--- src/inc/srcc_pkg.sv ---
// Package: register map, field layout and states of the synth clock control
package srcc_pkg;
   localparam logic [6:0] SRCC_ADDR_OPMODE = 7'h01;
   localparam logic [6:0] SRCC_ADDR_FRF_MSB = 7'h07;
   localparam logic [6:0] SRCC_ADDR_FRF_MID = 7'h08;
   localparam logic [6:0] SRCC_ADDR_FRF_LSB = 7'h09;
   localparam logic [6:0] SRCC_ADDR_PINMAP2 = 7'h26;
   localparam logic [6:0] SRCC_ADDR_STATUS = 7'h27;
   localparam logic [6:0] SRCC_ADDR_XOSC_CFG = 7'h59;
   localparam int SRCC_EXTCLK_BIT = 4;
   localparam int SRCC_SEQ_OFF_BIT = 7;
   localparam int SRCC_MODE_LSB = 2;
   localparam int SRCC_FRF_WIDTH = 24;
   // Sigma-delta resolution: step = oscillator_frequency / 2**19
   localparam int SRCC_SDM_BITS = 19;
   localparam logic [7:0] SRCC_OPMODE_RST = 8'h04;
   localparam logic [7:0] SRCC_PINMAP2_RST = 8'h00;
   localparam logic [7:0] SRCC_XOSC_CFG_RST = 8'h00;
   localparam logic [23:0] SRCC_FRF_RST = 24'h000000;
   localparam logic [2:0] SRCC_REFERENCE_CLOCK_OUTPUT_OFF = 3'h6;
   typedef enum logic [2:0] {
      SRCC_MODE_SLEEP = 3'b000,
      SRCC_MODE_STBY = 3'b001,
      SRCC_MODE_FS = 3'b010,
      SRCC_MODE_TX = 3'b011,
      SRCC_MODE_RX = 3'b100
   } srcc_mode_t;
   typedef enum logic [2:0] {
      SRCC_ST_POR_OSC = 3'b000,
      SRCC_ST_COARSE = 3'b001,
      SRCC_ST_IDLE = 3'b010,
      SRCC_ST_FINE = 3'b011,
      SRCC_ST_LOCK = 3'b100,
      SRCC_ST_READY = 3'b101,
      SRCC_ST_SLEEP = 3'b110,
      SRCC_ST_MANUAL = 3'b111
   } srcc_state_t;
endpackage : srcc_pkg

--- src/hdl/srcc_spi_slave.sv ---
// SPI register port slave: address byte then data bytes, address increments
`timescale 1ns/1ps
`default_nettype none
module srcc_spi_slave
   import srcc_pkg::*;
(
   input wire logic mclk,
   input wire logic sys_rst,
   input wire logic spi_nss_n,
   input wire logic spi_sck,
   input wire logic spi_mosi,
   input wire logic [7:0] rdata,
   output logic [6:0] rd_addr,
   output logic wr_stb,
   output logic [6:0] wr_addr,
   output logic [7:0] wdata,
   output logic spi_miso,
   output logic spi_miso_oe
);
   // ---------------------------------------------------------------
   // Pin synchronisers
   // ---------------------------------------------------------------
   // Pins are sampled, so sck must stay below about a sixth of mclk
   logic [1:0] nss_sync_reg, sck_sync_reg, mosi_sync_reg;
   logic sck_prev_reg;
   always_ff @(posedge mclk)
   begin
      nss_sync_reg <= {nss_sync_reg[0], spi_nss_n};
      sck_sync_reg <= {sck_sync_reg[0], spi_sck};
      mosi_sync_reg <= {mosi_sync_reg[0], spi_mosi};
      sck_prev_reg <= sck_sync_reg[1];
   end
   wire logic sel = ~nss_sync_reg[1];
   wire logic rise = sel & sck_sync_reg[1] & ~sck_prev_reg;
   wire logic fall = sel & ~sck_sync_reg[1] & sck_prev_reg;
   wire logic [7:0] byte_in;

   // ---------------------------------------------------------------
   // Receive side
   // ---------------------------------------------------------------
   logic [6:0] shift_reg;
   logic [2:0] bit_reg;
   logic first_reg, write_reg, load_reg;
   assign byte_in = {shift_reg, mosi_sync_reg[1]};
   always_ff @(posedge mclk)
   begin
      wr_stb <= 1'b0;
      load_reg <= 1'b0;
      if (sys_rst || !sel)
      begin
         bit_reg <= 3'h0;
         first_reg <= 1'b1;
         write_reg <= 1'b0;
         shift_reg <= 7'h00;
         if (sys_rst)
         begin
            rd_addr <= 7'h00;
            wr_addr <= 7'h00;
            wdata <= 8'h00;
         end
      end
      else if (rise)
      begin
         shift_reg <= byte_in[6:0];
         bit_reg <= bit_reg + 3'h1;
         if (bit_reg == 3'h7)
         begin
            load_reg <= 1'b1;
            first_reg <= 1'b0;
            if (first_reg)
            begin
               write_reg <= byte_in[7];
               rd_addr <= byte_in[6:0];
            end
            else
            begin
               wr_stb <= write_reg;
               wr_addr <= rd_addr;
               wdata <= byte_in;
               rd_addr <= rd_addr + 7'h01;
            end
         end
      end
   end

   // ---------------------------------------------------------------
   // Transmit side
   // ---------------------------------------------------------------
   // Load one cycle after a byte so rd_addr has already advanced
   // The fall that closes a byte comes after the load: it must not shift,
   // or the MSB would be gone before the master samples it
   logic [7:0] tx_reg;
   logic hold_fall_reg;
   always_ff @(posedge mclk)
   begin
      if (sys_rst)
      begin
         tx_reg <= 8'h00;
         spi_miso <= 1'b0;
         spi_miso_oe <= 1'b0;
         hold_fall_reg <= 1'b0;
      end
      else
      begin
         spi_miso_oe <= sel;
         if (load_reg)
         begin
            tx_reg <= rdata;
            spi_miso <= rdata[7];
            hold_fall_reg <= 1'b1;
         end
         else if (fall && hold_fall_reg)
            hold_fall_reg <= 1'b0;
         else if (fall)
         begin
            tx_reg <= {tx_reg[6:0], 1'b0};
            spi_miso <= tx_reg[6];
         end
      end
   end
endmodule : srcc_spi_slave
`default_nettype wire

--- src/hdl/srcc_synth_ctrl.sv ---
// Top: reference clock, carrier word and startup sequencer control
// Operation
// - Sequencer starts PLL once oscillator stable
// - Clock output idle until oscillator stable
// - Bit 4 at 0x59 selects external clock
// - Clock output divider select drives general I/O
// - Clock output stopped in Sleep and when divider select is 6 or 7
// - Clock output enabled after reset
// - Coarse cal at reset, fine per PLL start
// - Nineteen-bit modulator sets frequency step
// - Carrier is step times 24-bit word
// - Carrier word commits on low byte write
// - Sequencer starts RX or TX after lock
// - Lock indication high inside locking range
`timescale 1ns/1ps
`default_nettype none
module srcc_synth_ctrl
   import srcc_pkg::*;
(
   input wire logic mclk,
   input wire logic sys_rst,
   input wire logic spi_nss_n,
   input wire logic spi_sck,
   input wire logic spi_mosi,
   output logic spi_miso,
   output logic spi_miso_oe,
   input wire logic xo_stable_pin,
   input wire logic pll_lock_pin,
   input wire logic vco_cal_done_pin,
   output logic osc_enable,
   output logic ext_clk_select,
   output logic pll_enable,
   output logic vco_coarse_cal,
   output logic vco_fine_cal,
   output logic rx_enable,
   output logic tx_enable,
   output logic [SRCC_FRF_WIDTH-1:0] carrier_frequency_word,
   output logic general_io_five,
   output logic general_io_five_oe,
   output logic lock_indication
);
   // ---------------------------------------------------------------
   // Analog status synchronisers
   // ---------------------------------------------------------------
   logic [1:0] xo_sync_reg, lock_sync_reg, cal_sync_reg;
   always_ff @(posedge mclk)
   begin
      xo_sync_reg <= {xo_sync_reg[0], xo_stable_pin};
      lock_sync_reg <= {lock_sync_reg[0], pll_lock_pin};
      cal_sync_reg <= {cal_sync_reg[0], vco_cal_done_pin};
   end
   wire logic xo_s = xo_sync_reg[1];
   wire logic lock_s = lock_sync_reg[1];
   wire logic cal_s = cal_sync_reg[1];

   // ---------------------------------------------------------------
   // Register port
   // ---------------------------------------------------------------
   logic wr_stb;
   logic [6:0] wr_addr, rd_addr;
   logic [7:0] wdata, rdata;
   srcc_spi_slave u_spi (
      .mclk(mclk),
      .sys_rst(sys_rst),
      .spi_nss_n(spi_nss_n),
      .spi_sck(spi_sck),
      .spi_mosi(spi_mosi),
      .rdata(rdata),
      .rd_addr(rd_addr),
      .wr_stb(wr_stb),
      .wr_addr(wr_addr),
      .wdata(wdata),
      .spi_miso(spi_miso),
      .spi_miso_oe(spi_miso_oe)
   );

   logic [7:0] opmode_reg, pinmap2_reg, xosc_cfg_reg;
   logic [7:0] frf_msb_reg, frf_mid_reg;
   logic [SRCC_FRF_WIDTH-1:0] frf_reg;
   srcc_state_t state_reg, state_next;
   wire srcc_mode_t mode = srcc_mode_t'(opmode_reg[SRCC_MODE_LSB +: 3]);
   wire logic seq_off = opmode_reg[SRCC_SEQ_OFF_BIT];
   wire logic [2:0] clk_sel = pinmap2_reg[2:0];
   wire logic low_write = wr_stb && wr_addr == SRCC_ADDR_FRF_LSB;

   always_ff @(posedge mclk)
   begin
      if (sys_rst)
      begin
         opmode_reg <= SRCC_OPMODE_RST;
         pinmap2_reg <= SRCC_PINMAP2_RST;
         xosc_cfg_reg <= SRCC_XOSC_CFG_RST;
         frf_msb_reg <= SRCC_FRF_RST[23:16];
         frf_mid_reg <= SRCC_FRF_RST[15:8];
         frf_reg <= SRCC_FRF_RST;
      end
      else if (wr_stb)
      begin
         case (wr_addr)
            SRCC_ADDR_OPMODE: opmode_reg <= wdata;
            SRCC_ADDR_PINMAP2: pinmap2_reg <= wdata;
            SRCC_ADDR_XOSC_CFG: xosc_cfg_reg <= wdata;
            // Upper bytes wait in staging until the low byte lands
            SRCC_ADDR_FRF_MSB: frf_msb_reg <= wdata;
            SRCC_ADDR_FRF_MID: frf_mid_reg <= wdata;
            SRCC_ADDR_FRF_LSB:
               frf_reg <= {frf_msb_reg, frf_mid_reg, wdata};
            default: ;
         endcase
      end
   end

   // Staged upper bytes read back what software wrote
   always_comb
   begin
      case (rd_addr)
         SRCC_ADDR_OPMODE: rdata = opmode_reg;
         SRCC_ADDR_FRF_MSB: rdata = frf_msb_reg;
         SRCC_ADDR_FRF_MID: rdata = frf_mid_reg;
         SRCC_ADDR_FRF_LSB: rdata = frf_reg[7:0];
         SRCC_ADDR_PINMAP2: rdata = pinmap2_reg;
         SRCC_ADDR_STATUS:
            rdata = {5'h00, state_reg == SRCC_ST_READY, xo_s, lock_s};
         SRCC_ADDR_XOSC_CFG: rdata = xosc_cfg_reg;
         default: rdata = 8'h00;
      endcase
   end
   assign ext_clk_select = xosc_cfg_reg[SRCC_EXTCLK_BIT];
   assign carrier_frequency_word = frf_reg;

   // ---------------------------------------------------------------
   // Startup sequencer
   // ---------------------------------------------------------------
   wire logic want_pll = mode == SRCC_MODE_FS || mode == SRCC_MODE_TX ||
                         mode == SRCC_MODE_RX;
   always_comb
   begin
      state_next = state_reg;
      case (state_reg)
         SRCC_ST_POR_OSC:
            if (xo_s)
               state_next = SRCC_ST_COARSE;
         SRCC_ST_COARSE:
            if (cal_s)
               state_next = SRCC_ST_IDLE;
         SRCC_ST_IDLE:
            if (seq_off)
               state_next = SRCC_ST_MANUAL;
            else if (mode == SRCC_MODE_SLEEP)
               state_next = SRCC_ST_SLEEP;
            else if (want_pll && xo_s)
               state_next = SRCC_ST_FINE;
         SRCC_ST_FINE:
            if (!want_pll || seq_off)
               state_next = SRCC_ST_IDLE;
            else if (cal_s)
               state_next = SRCC_ST_LOCK;
         SRCC_ST_LOCK:
            if (!want_pll || seq_off)
               state_next = SRCC_ST_IDLE;
            else if (lock_s)
               state_next = SRCC_ST_READY;
         SRCC_ST_READY:
            if (!want_pll || seq_off)
               state_next = SRCC_ST_IDLE;
         SRCC_ST_SLEEP:
            if (mode != SRCC_MODE_SLEEP && xo_s)
               state_next = SRCC_ST_IDLE;
         SRCC_ST_MANUAL:
            if (!seq_off)
               state_next = SRCC_ST_IDLE;
         default: state_next = SRCC_ST_POR_OSC;
      endcase
   end

   always_ff @(posedge mclk)
   begin
      if (sys_rst)
         state_reg <= SRCC_ST_POR_OSC;
      else
         state_reg <= state_next;
   end

   // Outputs follow the next state so they change with the state
   logic pll_next, rx_next, tx_next, osc_next, manual_next;
   always_comb
   begin
      manual_next = state_next == SRCC_ST_MANUAL;
      osc_next = !(state_next == SRCC_ST_SLEEP && mode == SRCC_MODE_SLEEP)
                 && !(manual_next && mode == SRCC_MODE_SLEEP);
      pll_next = state_next == SRCC_ST_FINE || state_next == SRCC_ST_LOCK ||
                 state_next == SRCC_ST_READY || (manual_next && want_pll);
      tx_next = mode == SRCC_MODE_TX &&
                (state_next == SRCC_ST_READY || manual_next);
      rx_next = mode == SRCC_MODE_RX &&
                (state_next == SRCC_ST_READY || manual_next);
   end

   always_ff @(posedge mclk)
   begin
      if (sys_rst)
      begin
         osc_enable <= 1'b1;
         pll_enable <= 1'b0;
         tx_enable <= 1'b0;
         rx_enable <= 1'b0;
         vco_coarse_cal <= 1'b0;
         vco_fine_cal <= 1'b0;
         lock_indication <= 1'b0;
      end
      else
      begin
         osc_enable <= osc_next;
         pll_enable <= pll_next;
         tx_enable <= tx_next;
         rx_enable <= rx_next;
         vco_coarse_cal <= state_reg == SRCC_ST_POR_OSC &&
                           state_next == SRCC_ST_COARSE;
         vco_fine_cal <= pll_next && !pll_enable;
         lock_indication <= lock_s && pll_enable;
      end
   end

   // ---------------------------------------------------------------
   // Reference clock output on general I/O five
   // ---------------------------------------------------------------
   // Fastest available output is mclk/2 since the pin comes off a flop
   logic [5:0] div_reg;
   wire logic clk_on = xo_s && osc_enable && clk_sel < SRCC_REFERENCE_CLOCK_OUTPUT_OFF &&
                       state_reg != SRCC_ST_SLEEP;
   always_ff @(posedge mclk)
   begin
      if (sys_rst)
      begin
         div_reg <= 6'h00;
         general_io_five <= 1'b0;
         general_io_five_oe <= 1'b0;
      end
      else
      begin
         div_reg <= div_reg + 6'h01;
         general_io_five_oe <= clk_on;
         general_io_five <= clk_on && div_reg[clk_sel];
      end
   end
endmodule : srcc_synth_ctrl
`default_nettype wire

--- config.mk ---
export PLATFORM = sky130hd
export DESIGN_NAME = srcc_synth_ctrl
export DESIGN_NICKNAME = d
export VERILOG_FILES = /design/src/inc/srcc_pkg.sv /design/src/hdl/srcc_spi_slave.sv /design/src/hdl/srcc_synth_ctrl.sv
export SDC_FILE = /design/constraint.sdc
export NUM_CORES = 1
export LEC_CHECK = 0
export BUFFER_PORTS_ARGS = -buffer_cell sky130_fd_sc_hd__buf_2
export CAP_MARGIN = 15
export CORE_MARGIN = 2
export CORE_UTILIZATION = 56
export CTS_BUF_LIST = sky130_fd_sc_hd__clkbuf_2
export CTS_CLUSTER_DIAMETER = 50
export DETAILED_ROUTE_END_ITERATION = 6
export PLACE_DENSITY_LB_ADDON = 0.05
export SLEW_MARGIN = 20
export SYNTH_ARGS = -nofsm -noshare
export SYNTH_HDL_FRONTEND = slang
export SYNTH_SLANG_ARGS = --single-unit
--- constraint.sdc ---
create_clock -name mclk -period 2.3 [get_ports mclk]
set_input_delay 0.46 -clock mclk [delete_from_list [all_inputs] [get_ports mclk]]
set_output_delay 0.46 -clock mclk [all_outputs]
set_load 0.02 [all_outputs]
==> results.md, run 1 <==
* Status: completed
* Worst slack at placement at 0.1766 ns
* H-Tree Depth at 4
* Final hold vios at 0
* Avg WL per Cell at 16.77 µm
* Startpoint types: flop
* Slowest CP cell: or4b_4
* RSZ-0062 raised after global routing: false
* TritonCTS Sinks at roughly 140
* Grt met3 use at under 10%
* Maximum clock rate at 465.1 MHz
* Synth Register Bits at around 140
* Via count at about 4300
* Later-pin clock latency in the skew report at slightly below 0.7 ns
* Psw at 0.0009371 W
* Setup ws final at roughly 0.15 ns
* ANT nets after route at 0
* Crit path required time at about 2.9 ns
* Final TNS setup at 0 ns
* Critical Path Sink Type: flop
* Int Power at ~0.003 W
* Via density at ~5.5
* Largest net degree at the start of global routing at 55
* Die span in x at approximately 110 µm
* Core Region at between 10000 and 15000 µm²
* Max reg flops at 24
* Async set or reset register ratio after synthesis at 0%
* Gr usage total at between 20% and 30%
* Crit-path cells: inv_1 > ha_1 > and4b_2 > and2_4 > or4b_4 > o21ai_4 > a311oi_1
* Leak at approximately 2.6 nW
* Most frequent cells in the layout: 119 x dfxtp_1, 85 x nor2_1, 63 x nand2_1, 49 x mux2i_1, 43 x buf_2
* Maximum clock insertion buffer count at 2
* Die Ht at 105.8 µm
* Clk network pwr share at slightly below 30%
* Adder-cell share of the synthesized area at 1.509%
* Starting DRC count in detailed routing at 286
* Met2 usage at slightly below 40%
* Crit-path max FO at 6
* Setup violations, final at 0
* Placer Congestion at ~0.96
* Largest family of logic cells by synthesized area: simple AND/OR/NAND/NOR gates
* P per Cell Area at between 600 and 700 nW/µm²
* Max cap viols at 0
* PortBufs at 43
* Post-route DRC at 0
* Final WL at about 13000 µm
* Yosys warnings at 0
* Max Slew Vio Count at 0
* Top Usage Layer GRT: met2
* Avg Inst Size Synth at around 9.9 µm²
* N_diodes at 0
* Crit path time final at about 2.2 ns
* Synth Area in Compound Gates at approximately a tenth
* First-pass GRT wire length at around 21000 µm
* Slew margin rel. at a little under two fifths
* Count of nets after finishing at ~650
* Row count at 37
* Simple-gate area share of the yosys netlist at 20.82%
* Xor and xnor area share after synthesis at under 10%
* Critical path arrival at ~2.7 ns
* Worst Skew at 0.01970 ns
* P&R area growth vs syn at 9.097%
* Slowest stage delay, CP at 0.54 ns
* Post-synthesis mux area share at a little under 10%
* Sw Share at 23.75%
* Worst-margin pin slew at between 0.9 and 1 ns
* Syn Nets at 602
* Synthesized area at about 5800 µm²
* Die area at between 10000 and 15000 µm²
* Reg2Reg Setup Slack at 0.15 ns
* Reg power frac at 65.9%
* Ratio of final minimum period to clock period at 93.49%
* Setup CP Type: flop to flop
* Clock root cell: clkbuf_2
* Sequential-to-total area share from yosys stat at between 50% and 60%
* 1st-pass router iterations at 5
* I/O pin count at 44
* Commonest non-fill, non-tap cell in the layout: dfxtp_1
* HPWL Detailed at 9317 µm
* Number of global-route vias before repair at slightly above 4000
* Layout cells sized above 1 at between 10% and 20%
* Maximum VDD drop at about 0.48 mV
* Finished Layout Cells at slightly below 800
* Post-Syn Instances at around 600
* GR Util met1 at 32.70%
* Initial antenna violation count at 0
* Initial core utilization at between 50% and 60%
* Clock tree from TritonCTS: done
* CTS buffer count at 17
* Power share of the combinational group at 4.4%
* DP Cell Count at roughly 740
* Post-synth EDFFs at 22
* GRT Residual Overflow at 0
* Worst min path class: primary input to flop
* Main flop type after synthesis: dfxtp_1
* Reg clk slew, reported paths at roughly 0.17 ns
* Cell variety after synth at 60
[metal layers]
layer / vias to the layer above / part of all wire, %
li1: 2129 / -
met1: 2040 / 46
met2: 107 / 47
met3: 30 / 4.6
met4: 0 / 2.8
met5: - / 0
[stage by stage]
stage	total power [W]	instance area [µm²]	util (%)	hold WS, ns
finish	0.003946	6332	62.17	0.2484
floorplan	0.002761	5809	-	0.3096
global route	0.004114	6332	62.17	0.1800
detailed placement	0.002817	6106	59.95	0.3128
global placement	0.002813	6106	59.95	0.3107
CTS	0.003982	6332	62.17	0.1784
[final cells by class]
type / count / area, µm²
multi-input combinational: 401 / 2554
timing repair buffer: 61 / 365.4
clock buffer: 24 / 120.1
clock inverter: 5 / 46.29
inverter: 9 / 33.78
fill: 915 / 3852
sequential: 141 / 3043
tap: 136 / 170.2
[final timing paths]
check	depth (start not counted)	endpoint	startpoint
min	3	div_reg[0]	sys_rst
min reg2reg	0	cal_sync_reg[1]	cal_sync_reg[0]
max	7	u_spi.spi_miso	u_spi.rd_addr[0]
max reg2reg	7	u_spi.spi_miso	u_spi.rd_addr[0]
[critical path, delay by kind of cell (launching register included)]
kind	cells	cell delay, ns
and+or+nand+nor	3	0.97
DFF	1	0.45
AOI/OAI and AO/OA	2	0.31
adders and majority gates	1	0.21
buffers and inverters	1	0.11
[cell families after synthesis]
family	after synthesis
buf+inv	45
compound gates	89
simple gates	239
flops	141
fa+ha+maj	7
xor+xnor	11
mux	55
[power by group through the flow]
stage | Clock (W) | Sequential (W) | Combinational, W
floorplan | 0 | 0.00263 | 0.000131
global placement | 0 | 0.00265 | 0.000163
detailed placement | 0 | 0.00265 | 0.000165
CTS | 0.00121 | 0.00260 | 0.000174
global route | 0.00131 | 0.00261 | 0.000193
finish | 0.00117 | 0.00260 | 0.000174
[cell usage after synthesis (3+ instances only)]
cell type,instances,area (µm²)
nand2b_1,6,37.54
ha_1,7,87.58
o21ai_0,3,15.01
inv_1,9,33.78
mux2i_1,49,490.5
xnor2_1,9,78.83
nor2b_1,6,37.54
nand3_1,11,55.05
buf_2,11,55.05
a32oi_1,4,35.03
nor3b_1,5,37.54
nand2_1,63,236.5
a21oi_1,40,200.2
and2_1,15,93.84
a2111oi_0,5,43.79
a22oi_1,12,90.09
edfxtp_1,22,660.6
buf_6,4,45.04
o31ai_1,5,37.54
and3_2,6,45.04
mux2_2,5,56.30
nor3_1,3,15.01
nor3_2,4,40.04
nor2_1,85,319.1
and3_1,14,87.58
clkbuf_1,19,71.32
o22ai_1,3,18.77
dfxtp_1,119,2382
[repair_timing]
| action | 4_1_cts | 5_1_grt |
|---|---|---|
| endpoints found under the setup margin | 0 | 0 |
| hold buffers | 6 | 0 |
| hold endpoints to repair | 6 | 0 |
| gates resized for setup | 0 | 0 |
| setup buffers | 0 | 0 |
No activity file was read; power rests on OpenSTA's default activity.
==> inputs of run 2 (changes only) <==
--- a/config.mk
+++ b/config.mk
@@ -7,8 +7,10 @@
 export LEC_CHECK = 0
 export BUFFER_PORTS_ARGS = -buffer_cell sky130_fd_sc_hd__buf_2
 export CAP_MARGIN = 15
+export CELL_PAD_IN_SITES_DETAIL_PLACEMENT = 1
+export CELL_PAD_IN_SITES_GLOBAL_PLACEMENT = 2
 export CORE_MARGIN = 2
-export CORE_UTILIZATION = 56
+export CORE_UTILIZATION = 36
 export CTS_BUF_LIST = sky130_fd_sc_hd__clkbuf_2
 export CTS_CLUSTER_DIAMETER = 50
 export DETAILED_ROUTE_END_ITERATION = 6
==> results.md, run 2 (synthesis gave the netlist of run 1 again) <==
* Status: completed
* Max cap viols at 0 (unchanged)
* Count of nets after finishing at 651 (+0.77%)
* Power share of the combinational group at 4.4% (about the same)
* Setup CP Type: flop to flop
* Crit-path max FO at 6 (unchanged)
* PortBufs at 43 (unchanged)
* Core Region at 15830 µm² (+55%)
* Crit path required time at 2.87 ns (about the same)
* Leak at 2.687 nW (+1.7%)
* HPWL Detailed at 11500 µm (+23%)
* Via density at 5.017 (-9.5%)
* Starting DRC count in detailed routing at 207 (-28%)
* Die Ht at 131.0 µm (+24%)
* Critical Path End: u_spi.tx_reg[3]
* Gr usage total at 19.62% (-5.3 points)
* Row count at 46 (+24%)
* Maximum clock rate at 463.7 MHz (-0.29%)
* Reg2reg end: u_spi.tx_reg[3]
* Reg power frac at 62.4% (-3.5 points)
* P&R area growth vs syn at 12.44%
* Worst-margin pin slew at 0.6010 ns (-0.3221 ns)
* Fin Hold WS at 0.2618 ns (+0.01331 ns)
* Initial core utilization at 36.67% (-20 points)
* Startpoint types: flop
* Setup ws final at 0.1435 ns (-0.006269 ns)
* Worst Skew at 0.04131 ns (+0.02162 ns)
* Ratio of final minimum period to clock period at 93.76% (+0.27 points)
* Setup violations, final at 0 (unchanged)
* Final WL at 15700 µm (+20%)
* Avg WL per Cell at 18.13 µm (+8.1%)
* Worst hold path depth at 3 (unchanged)
* Max Slew Vio Count at 0 (unchanged)
* Largest net degree at the start of global routing at 59 (+7.3%)
* Psw at 0.001058 W (+13%)
* Fill count at 1832 (+100%)
* Max reg flops at 24 (unchanged)
* H-Tree Depth at 4 (unchanged)
* CTS buffer count at 17 (unchanged)
* I/O pin count at 44 (unchanged)
* Int Power at 0.003116 W (+3.6%)
* Worst R2R Path Depth at 7 (unchanged)
* Most frequent cells in the layout: 119 x dfxtp_1, 85 x nor2_1, 63 x nand2_1, 49 x mux2i_1, 43 x buf_2
* DP Cell Count at 827 (+11%)
* Number of global-route vias before repair at 4437 (+8.7%)
* Post-route DRC at 0 (unchanged)
* Final hold vios at 0 (unchanged)
* RSZ-0062 raised after global routing: false
* Clock tree from TritonCTS: done
* TritonCTS Sinks at 141 (unchanged)
* Clock root cell: clkbuf_2
* Later-pin clock latency in the skew report at 0.69 ns (about the same)
* ANT nets after route at 0 (unchanged)
* Die span in x at 131.0 µm (+24%)
* Critical Path Sink Type: flop
* Layout cells sized above 1 at 18.34% (+1.2 points)
* P per Cell Area at 639.6 nW/µm² (+2.6%)
* Die area at 17150 µm² (+53%)
* FF-to-FF Start: u_spi.rd_addr[0]
* Critical path arrival at 2.73 ns (about the same)
* Finished Layout Cells at 866 (+11%)
* Placer Congestion at 0.8675 (-9.4%)
* GRT Residual Overflow at 0 (unchanged)
* Crit path time final at 2.157 ns (+0.006269 ns)
* Worst slack at placement at 0.1500 ns (-0.02657 ns)
* Commonest non-fill, non-tap cell in the layout: dfxtp_1
* 1st-pass router iterations at 4 (-1)
* First-pass GRT wire length at 24920 µm (+19%)
* Sw Share at 25.35% (+1.6 points)
* Setup bufs post-CTS at 0 (unchanged)
* Worst min path class: primary input to flop
* Slew margin rel. at 59.93% (+22 points)
* Reg clk slew, reported paths at 0.21 ns (+0.04 ns)
* Worst Setup SP: u_spi.rd_addr[0]
* Maximum clock insertion buffer count at 2 (unchanged)
* Initial antenna violation count at 1 (+1)
* Reg2Reg Setup Slack at 0.14 ns (about the same)
* Maximum VDD drop at 0.4031 mV (-16%)
* Via count at 4345 (+0.91%)
* Final TNS setup at 0 ns (unchanged)
* Clk network pwr share at 33.2% (+3.5 points)
## run 2: area by class of cell
cell class | instances | area (µm²) | area share [%]
inverter | 9 | 33.78 | 0.5176
clock buffer | 19 | 95.09 | 1.457
multi-input combinational | 401 | 2555 | 39.15
timing repair buffer | 66 | 402.9 | 6.173
antenna | 1 | 2.502 | 0.03834
tap | 216 | 270.3 | 4.141
clock inverter | 13 | 123.9 | 1.898
sequential | 141 | 3043 | 46.63
## run 2: worst min path at each step
stage	from	to	slack [ns]
2_1_floorplan	cal_sync_reg[0]	cal_sync_reg[1]	0.31
3_3_place_gp	lock_sync_reg[0]	lock_sync_reg[1]	0.31
3_5_place_dp	lock_sync_reg[0]	lock_sync_reg[1]	0.31
4_1_cts	sys_rst	div_reg[0]	0.20
5_1_grt	sys_rst	pinmap2_reg[5]	0.17
6_report	sys_rst	pinmap2_reg[5]	0.26
## run 2: what timing repair did
action,in CTS,in global routing
hold buffers,6,0
setup endpoints to repair,0,1
hold endpoints to repair,6,0
gates resized for setup,0,1
## run 2: worst max-delay path, cell delays in order (launching register included)
cell and delay [ns]:
edfxtp_1 0.47, inv_1 0.11, ha_1 0.21, and4b_2 0.26
and2_4 0.19, or4b_4 0.54, o21ai_4 0.22, nor3_2 0.07
## run 2: per-stage QoR
step	cell area (µm²)	util [%]	total power, W
after floorplan	5809	-	0.002761
after global placement	6243	39.45	0.002828
after detailed placement	6243	39.45	0.002833
after CTS	6523	41.21	0.004255
after global routing	6526	41.23	0.004382
final	6526	41.23	0.004174
## run 2: routing by layer
metal / part of all wire (%) / wire [µm] / track usage (%) / up-vias
met4: 1.2 / 185 / 5.006 / 0
met1: 46 / 7180 / 24.76 / 2137
met2: 50 / 7846 / 33.89 / 57
met5: 0 / 0 / 0 / -
met3: 3.1 / 489 / 4.560 / 14
li1: - / - / - / 2137
## run 2: power groups by stage
stage                     Sequential, W  Clock (W)  Combinational (W)
after floorplan                 0.00263          0           0.000131
final                           0.00260    0.00139           0.000184
after detailed placement        0.00266          0           0.000178
after CTS                       0.00261    0.00146           0.000187
after global placement          0.00265          0           0.000174
after global routing            0.00261    0.00156           0.000203
==> inputs of run 3 (changes only) <==
--- a/config.mk
+++ b/config.mk
@@ -10,7 +10,7 @@
 export CELL_PAD_IN_SITES_DETAIL_PLACEMENT = 1
 export CELL_PAD_IN_SITES_GLOBAL_PLACEMENT = 2
 export CORE_MARGIN = 2
-export CORE_UTILIZATION = 36
+export CORE_UTILIZATION = 37
 export CTS_BUF_LIST = sky130_fd_sc_hd__clkbuf_2
 export CTS_CLUSTER_DIAMETER = 50
 export DETAILED_ROUTE_END_ITERATION = 6
@@ -18,4 +18,5 @@
 export SLEW_MARGIN = 20
 export SYNTH_ARGS = -nofsm -noshare
 export SYNTH_HDL_FRONTEND = slang
+export SYNTH_HIERARCHICAL = 1
 export SYNTH_SLANG_ARGS = --single-unit
==> results.md, run 3 <==
* Setup CP Type: flop to flop
* Crit path time final at 2.050 ns (-0.1065 ns)
* Count of nets after finishing at 625 (-4.0%)
* Via count at 4247 (-2.3%)
* Worst min path class: primary input to flop
* I/O pin count at 44 (unchanged)
* Clock tree from TritonCTS: done
* Post-synth EDFFs at 22 (unchanged)
* Critical Path Sink Type: flop
* Layout cells sized above 1 at 18.85% (+0.51 points)
* Maximum VDD drop at 0.3534 mV (-12%)
* CTS buffer count at 17 (unchanged)
* Async set or reset register ratio after synthesis at 0% (unchanged)
* Final hold vios at 0 (unchanged)
* Family with the most delay on the worst path: simple AND/OR/NAND/NOR gates
* Core Region at 15260 µm² (-3.6%)
* Max Slew Vio Count at 0 (unchanged)
* H-Tree Depth at 4 (unchanged)
* Later-pin clock latency in the skew report at 0.68 ns (about the same)
* Worst Skew at 0.03291 ns (-0.008399 ns)
* Slowest stage delay, CP at 0.49 ns (-0.05 ns)
* Int Power at 0.003135 W (+0.60%)
* Total Power at 0.004228 W (+1.3%)
* RSZ-0062 raised after global routing: false
* Initial antenna violation count at 1 (unchanged)
* Worst slack at placement at 0.1948 ns (+0.04479 ns)
* TritonCTS Sinks at 141 (unchanged)
* Clk network pwr share at 32.7% (-0.5 points)
* Max cap viols at 0 (unchanged)
* Ratio of final minimum period to clock period at 89.13% (-4.6 points)
* FF-to-FF Start: u_spi/wr_addr[3]
* Fin Hold WS at 0.2331 ns (-0.02870 ns)
* Commonest non-fill, non-tap cell in the layout: dfxtp_1
* Setup violations, final at 0 (unchanged)
* Final TNS setup at 0 ns (unchanged)
* PortBufs at 43 (unchanged)
* Sequential-to-total area share from yosys stat at 52.65% (+0.23 points)
* Syn Nets at 559 (-7.1%)
* Startpoint types: flop
* Max reg flops at 24 (unchanged)
* HPWL Detailed at 10420 µm (-9.4%)
* Most frequent cells in the layout: 119 x dfxtp_1, 94 x nor2_1, 69 x mux2i_1, 43 x buf_2, 24 x buf_4
* Worst-margin pin slew at 0.7853 ns (+0.1843 ns)
* Cell variety after synth at 69 (+15%)
* Status: completed
* Die Ht at 129.0 µm (-1.5%)
* Synth top cells by count: 119 x dfxtp_1, 94 x nor2_1, 69 x mux2i_1
* Synthesized area at 5779 µm² (-0.43%)
* First-pass GRT wire length at 24530 µm (-1.5%)
* Slew margin rel. at 47.65% (-12 points)
* Power share of the combinational group at 5.0% (+0.6 points)
* Via density at 5.068 (+1.0%)
* Post-Syn Instances at 547 (-6.8%)
* Sw Share at 25.86% (+0.51 points)
* Synth Register Bits at 141 (unchanged)
* Fill count at 1734 (-5.3%)
* Slowest CP cell: edfxtp_1
* Final WL at 14850 µm (-5.4%)
* Worst Hold End: div_reg[2]
* Leak at 2.837 nW (+5.6%)
* Row count at 45 (-2.2%)
* Maximum clock rate at 487.8 MHz (+5.2%)
* Largest net degree at the start of global routing at 71 (+20%)
* Setup ws final at 0.2500 ns (+0.1065 ns)
* Clock root cell: clkbuf_2
* 1st-pass router iterations at 7 (+3)
* ANT nets after route at 0 (unchanged)
* Starting DRC count in detailed routing at 210 (+1.4%)
* Critical path arrival at 2.63 ns (-0.10 ns)
* Yosys warnings at 6 (+6)
* Crit path required time at 2.88 ns (about the same)
* Reg power frac at 62.3% (about the same)
* Crit-path cells: nor4b_2 > nand3_1 > nor3b_1 > buf_4 > mux2i_1 > nor2_1
* Post-synth top area share at 41.22% (+0.18 points)
* Avg Inst Size Synth at 10.57 µm² (+6.8%)
* Reg2reg end: pinmap2_reg[4]
* Placer Congestion at 0.7989 (-7.9%)
* Gr usage total at 19.18% (-0.44 points)
* Die span in x at 129.0 µm (-1.5%)
* Crit-path max FO at 5 (-1)
* Post-synth top area cell: dfxtp_1
* Maximum clock insertion buffer count at 2 (unchanged)
* Psw at 0.001094 W (+3.3%)
* P per Cell Area at 641.6 nW/µm² (+0.31%)
* GRT Residual Overflow at 0 (unchanged)
* Synth top area cells: dfxtp_1 41%, mux2i_1 12%, edfxtp_1 11%
* Min-delay src: sys_rst
* Number of global-route vias before repair at 4425 (-0.27%)
* P&R area growth vs syn at 14.03%
* Worst hold path depth at 3 (unchanged)
* Main flop type after synthesis: dfxtp_1
* Avg WL per Cell at 17.72 µm (-2.2%)
* Most common cell in the netlist: dfxtp_1
* Crit path buf inv count at 1 (unchanged)
* Post-route DRC at 0 (unchanged)
* Worst R2R Path Depth at 6 (-1)
* Die area at 16640 µm² (-3.0%)
* Reg clk slew, reported paths at 0.22 ns (about the same)
* Reg2Reg Setup Slack at 0.25 ns (+0.11 ns)
* Initial core utilization at 37.88% (+1.2 points)
run 3: changes by cell type in the layout (fill, tap and decap cells not counted), sizes merged, moves of 5 or more:
| cell | delta |
|---|---|
| nor3 | +6 |
| o22a | +7 |
| nand2 | -40 |
| mux2i | +20 |
| a22o | +12 |
| xnor2 | -5 |
| nor2 | +10 |
| a21oi | -27 |
| nor4 | +6 |
| buf | +7 |
| and3 | -18 |
run 3: final cells by class:
type | count | area (µm²) | area share (%)
clock buffers | 18 | 90.09 | 1.367
multi-input cells | 370 | 2571 | 39.02
inverters | 10 | 37.54 | 0.5696
well taps | 211 | 264.0 | 4.006
flip-flops and latches | 141 | 3043 | 46.17
diodes | 1 | 2.502 | 0.03797
repair buffers | 73 | 455.4 | 6.911
clock inverters | 14 | 126.4 | 1.918
run 3: power by group through the flow:
| stage | sequential [W] | combinational [W] | clock (W) |
|---|---|---|---|
| 3_5_place_dp | 0.00269 | 0.000202 | 0 |
| 4_1_cts | 0.00264 | 0.000211 | 0.00144 |
| 3_3_place_gp | 0.00268 | 0.000199 | 0 |
| 5_1_grt | 0.00265 | 0.000239 | 0.00154 |
| 2_1_floorplan | 0.00266 | 0.000137 | 0 |
| 6_report | 0.00263 | 0.000213 | 0.00138 |
run 3: cell families (layout without fill, tap and decap cells):
kind of cell             after synthesis  count (layout)  share of synthesized area (%)
AND/OR/NAND/NOR                      207             207                          18.77
flip-flops                           141             141                          52.65
AO/OA/AOI/OAI                         79              79                          10.91
multiplexers                          71              71                          12.54
buffers and inverters                 36             115                          2.901
XOR/XNOR                               9               9                          1.364
adder cells (fa/ha/maj)                4               4                         0.8660
other                                  0               1                              0
run 3: per-layer routing:
metal  GRT usage (%)  up-vias  part of all wire [%]
li1                -     2082                     -
met1           26.61     2093                    51
met2           29.97       56                    45
met3           4.366       16                   2.6
met4           5.691        0                   1.7
met5               0        -                     0
run 3: worst max-delay path by stage:
stage	from	end	slack, ns	depth (start not counted)
after floorplan	u_spi/sck_sync_reg[1]	u_spi/wdata[0]	0.1	3
after global placement	u_spi/rd_addr[2]	u_spi/tx_reg[1]	0.30	7
after detailed placement	u_spi/rd_addr[2]	u_spi/tx_reg[2]	0.19	8
after CTS	u_spi/rd_addr[2]	u_spi/tx_reg[1]	0.15	7
after global routing	u_spi/wr_addr[3]	pinmap2_reg[4]	0.03	6
final	u_spi/wr_addr[3]	pinmap2_reg[4]	0.25	6
run 3: worst reg2reg max path: cells and delay by family, from the launching register on:
kind | cells | cell delay (ns)
and+or+nand+nor | 4 | 1.00
buffers and inverters | 1 | 0.24
DFF | 1 | 0.49
muxes | 1 | 0.23
run 3: what timing repair did:
action | CTS | global route
endpoints found under the hold margin | 6 | 0
hold buffers | 6 | 0
setup endpoints to repair | 0 | 3
buffers inserted | 0 | 4
gates resized for setup | 0 | 2
run 3: metrics by stage:
stage	std cells	cell area, µm²	util (%)
3_3_place_gp	795	6279	41.15
3_5_place_dp	795	6279	41.15
5_1_grt	838	6590	43.19
4_1_cts	833	6555	42.96
2_1_floorplan	547	5779	-
6_report	838	6590	43.19
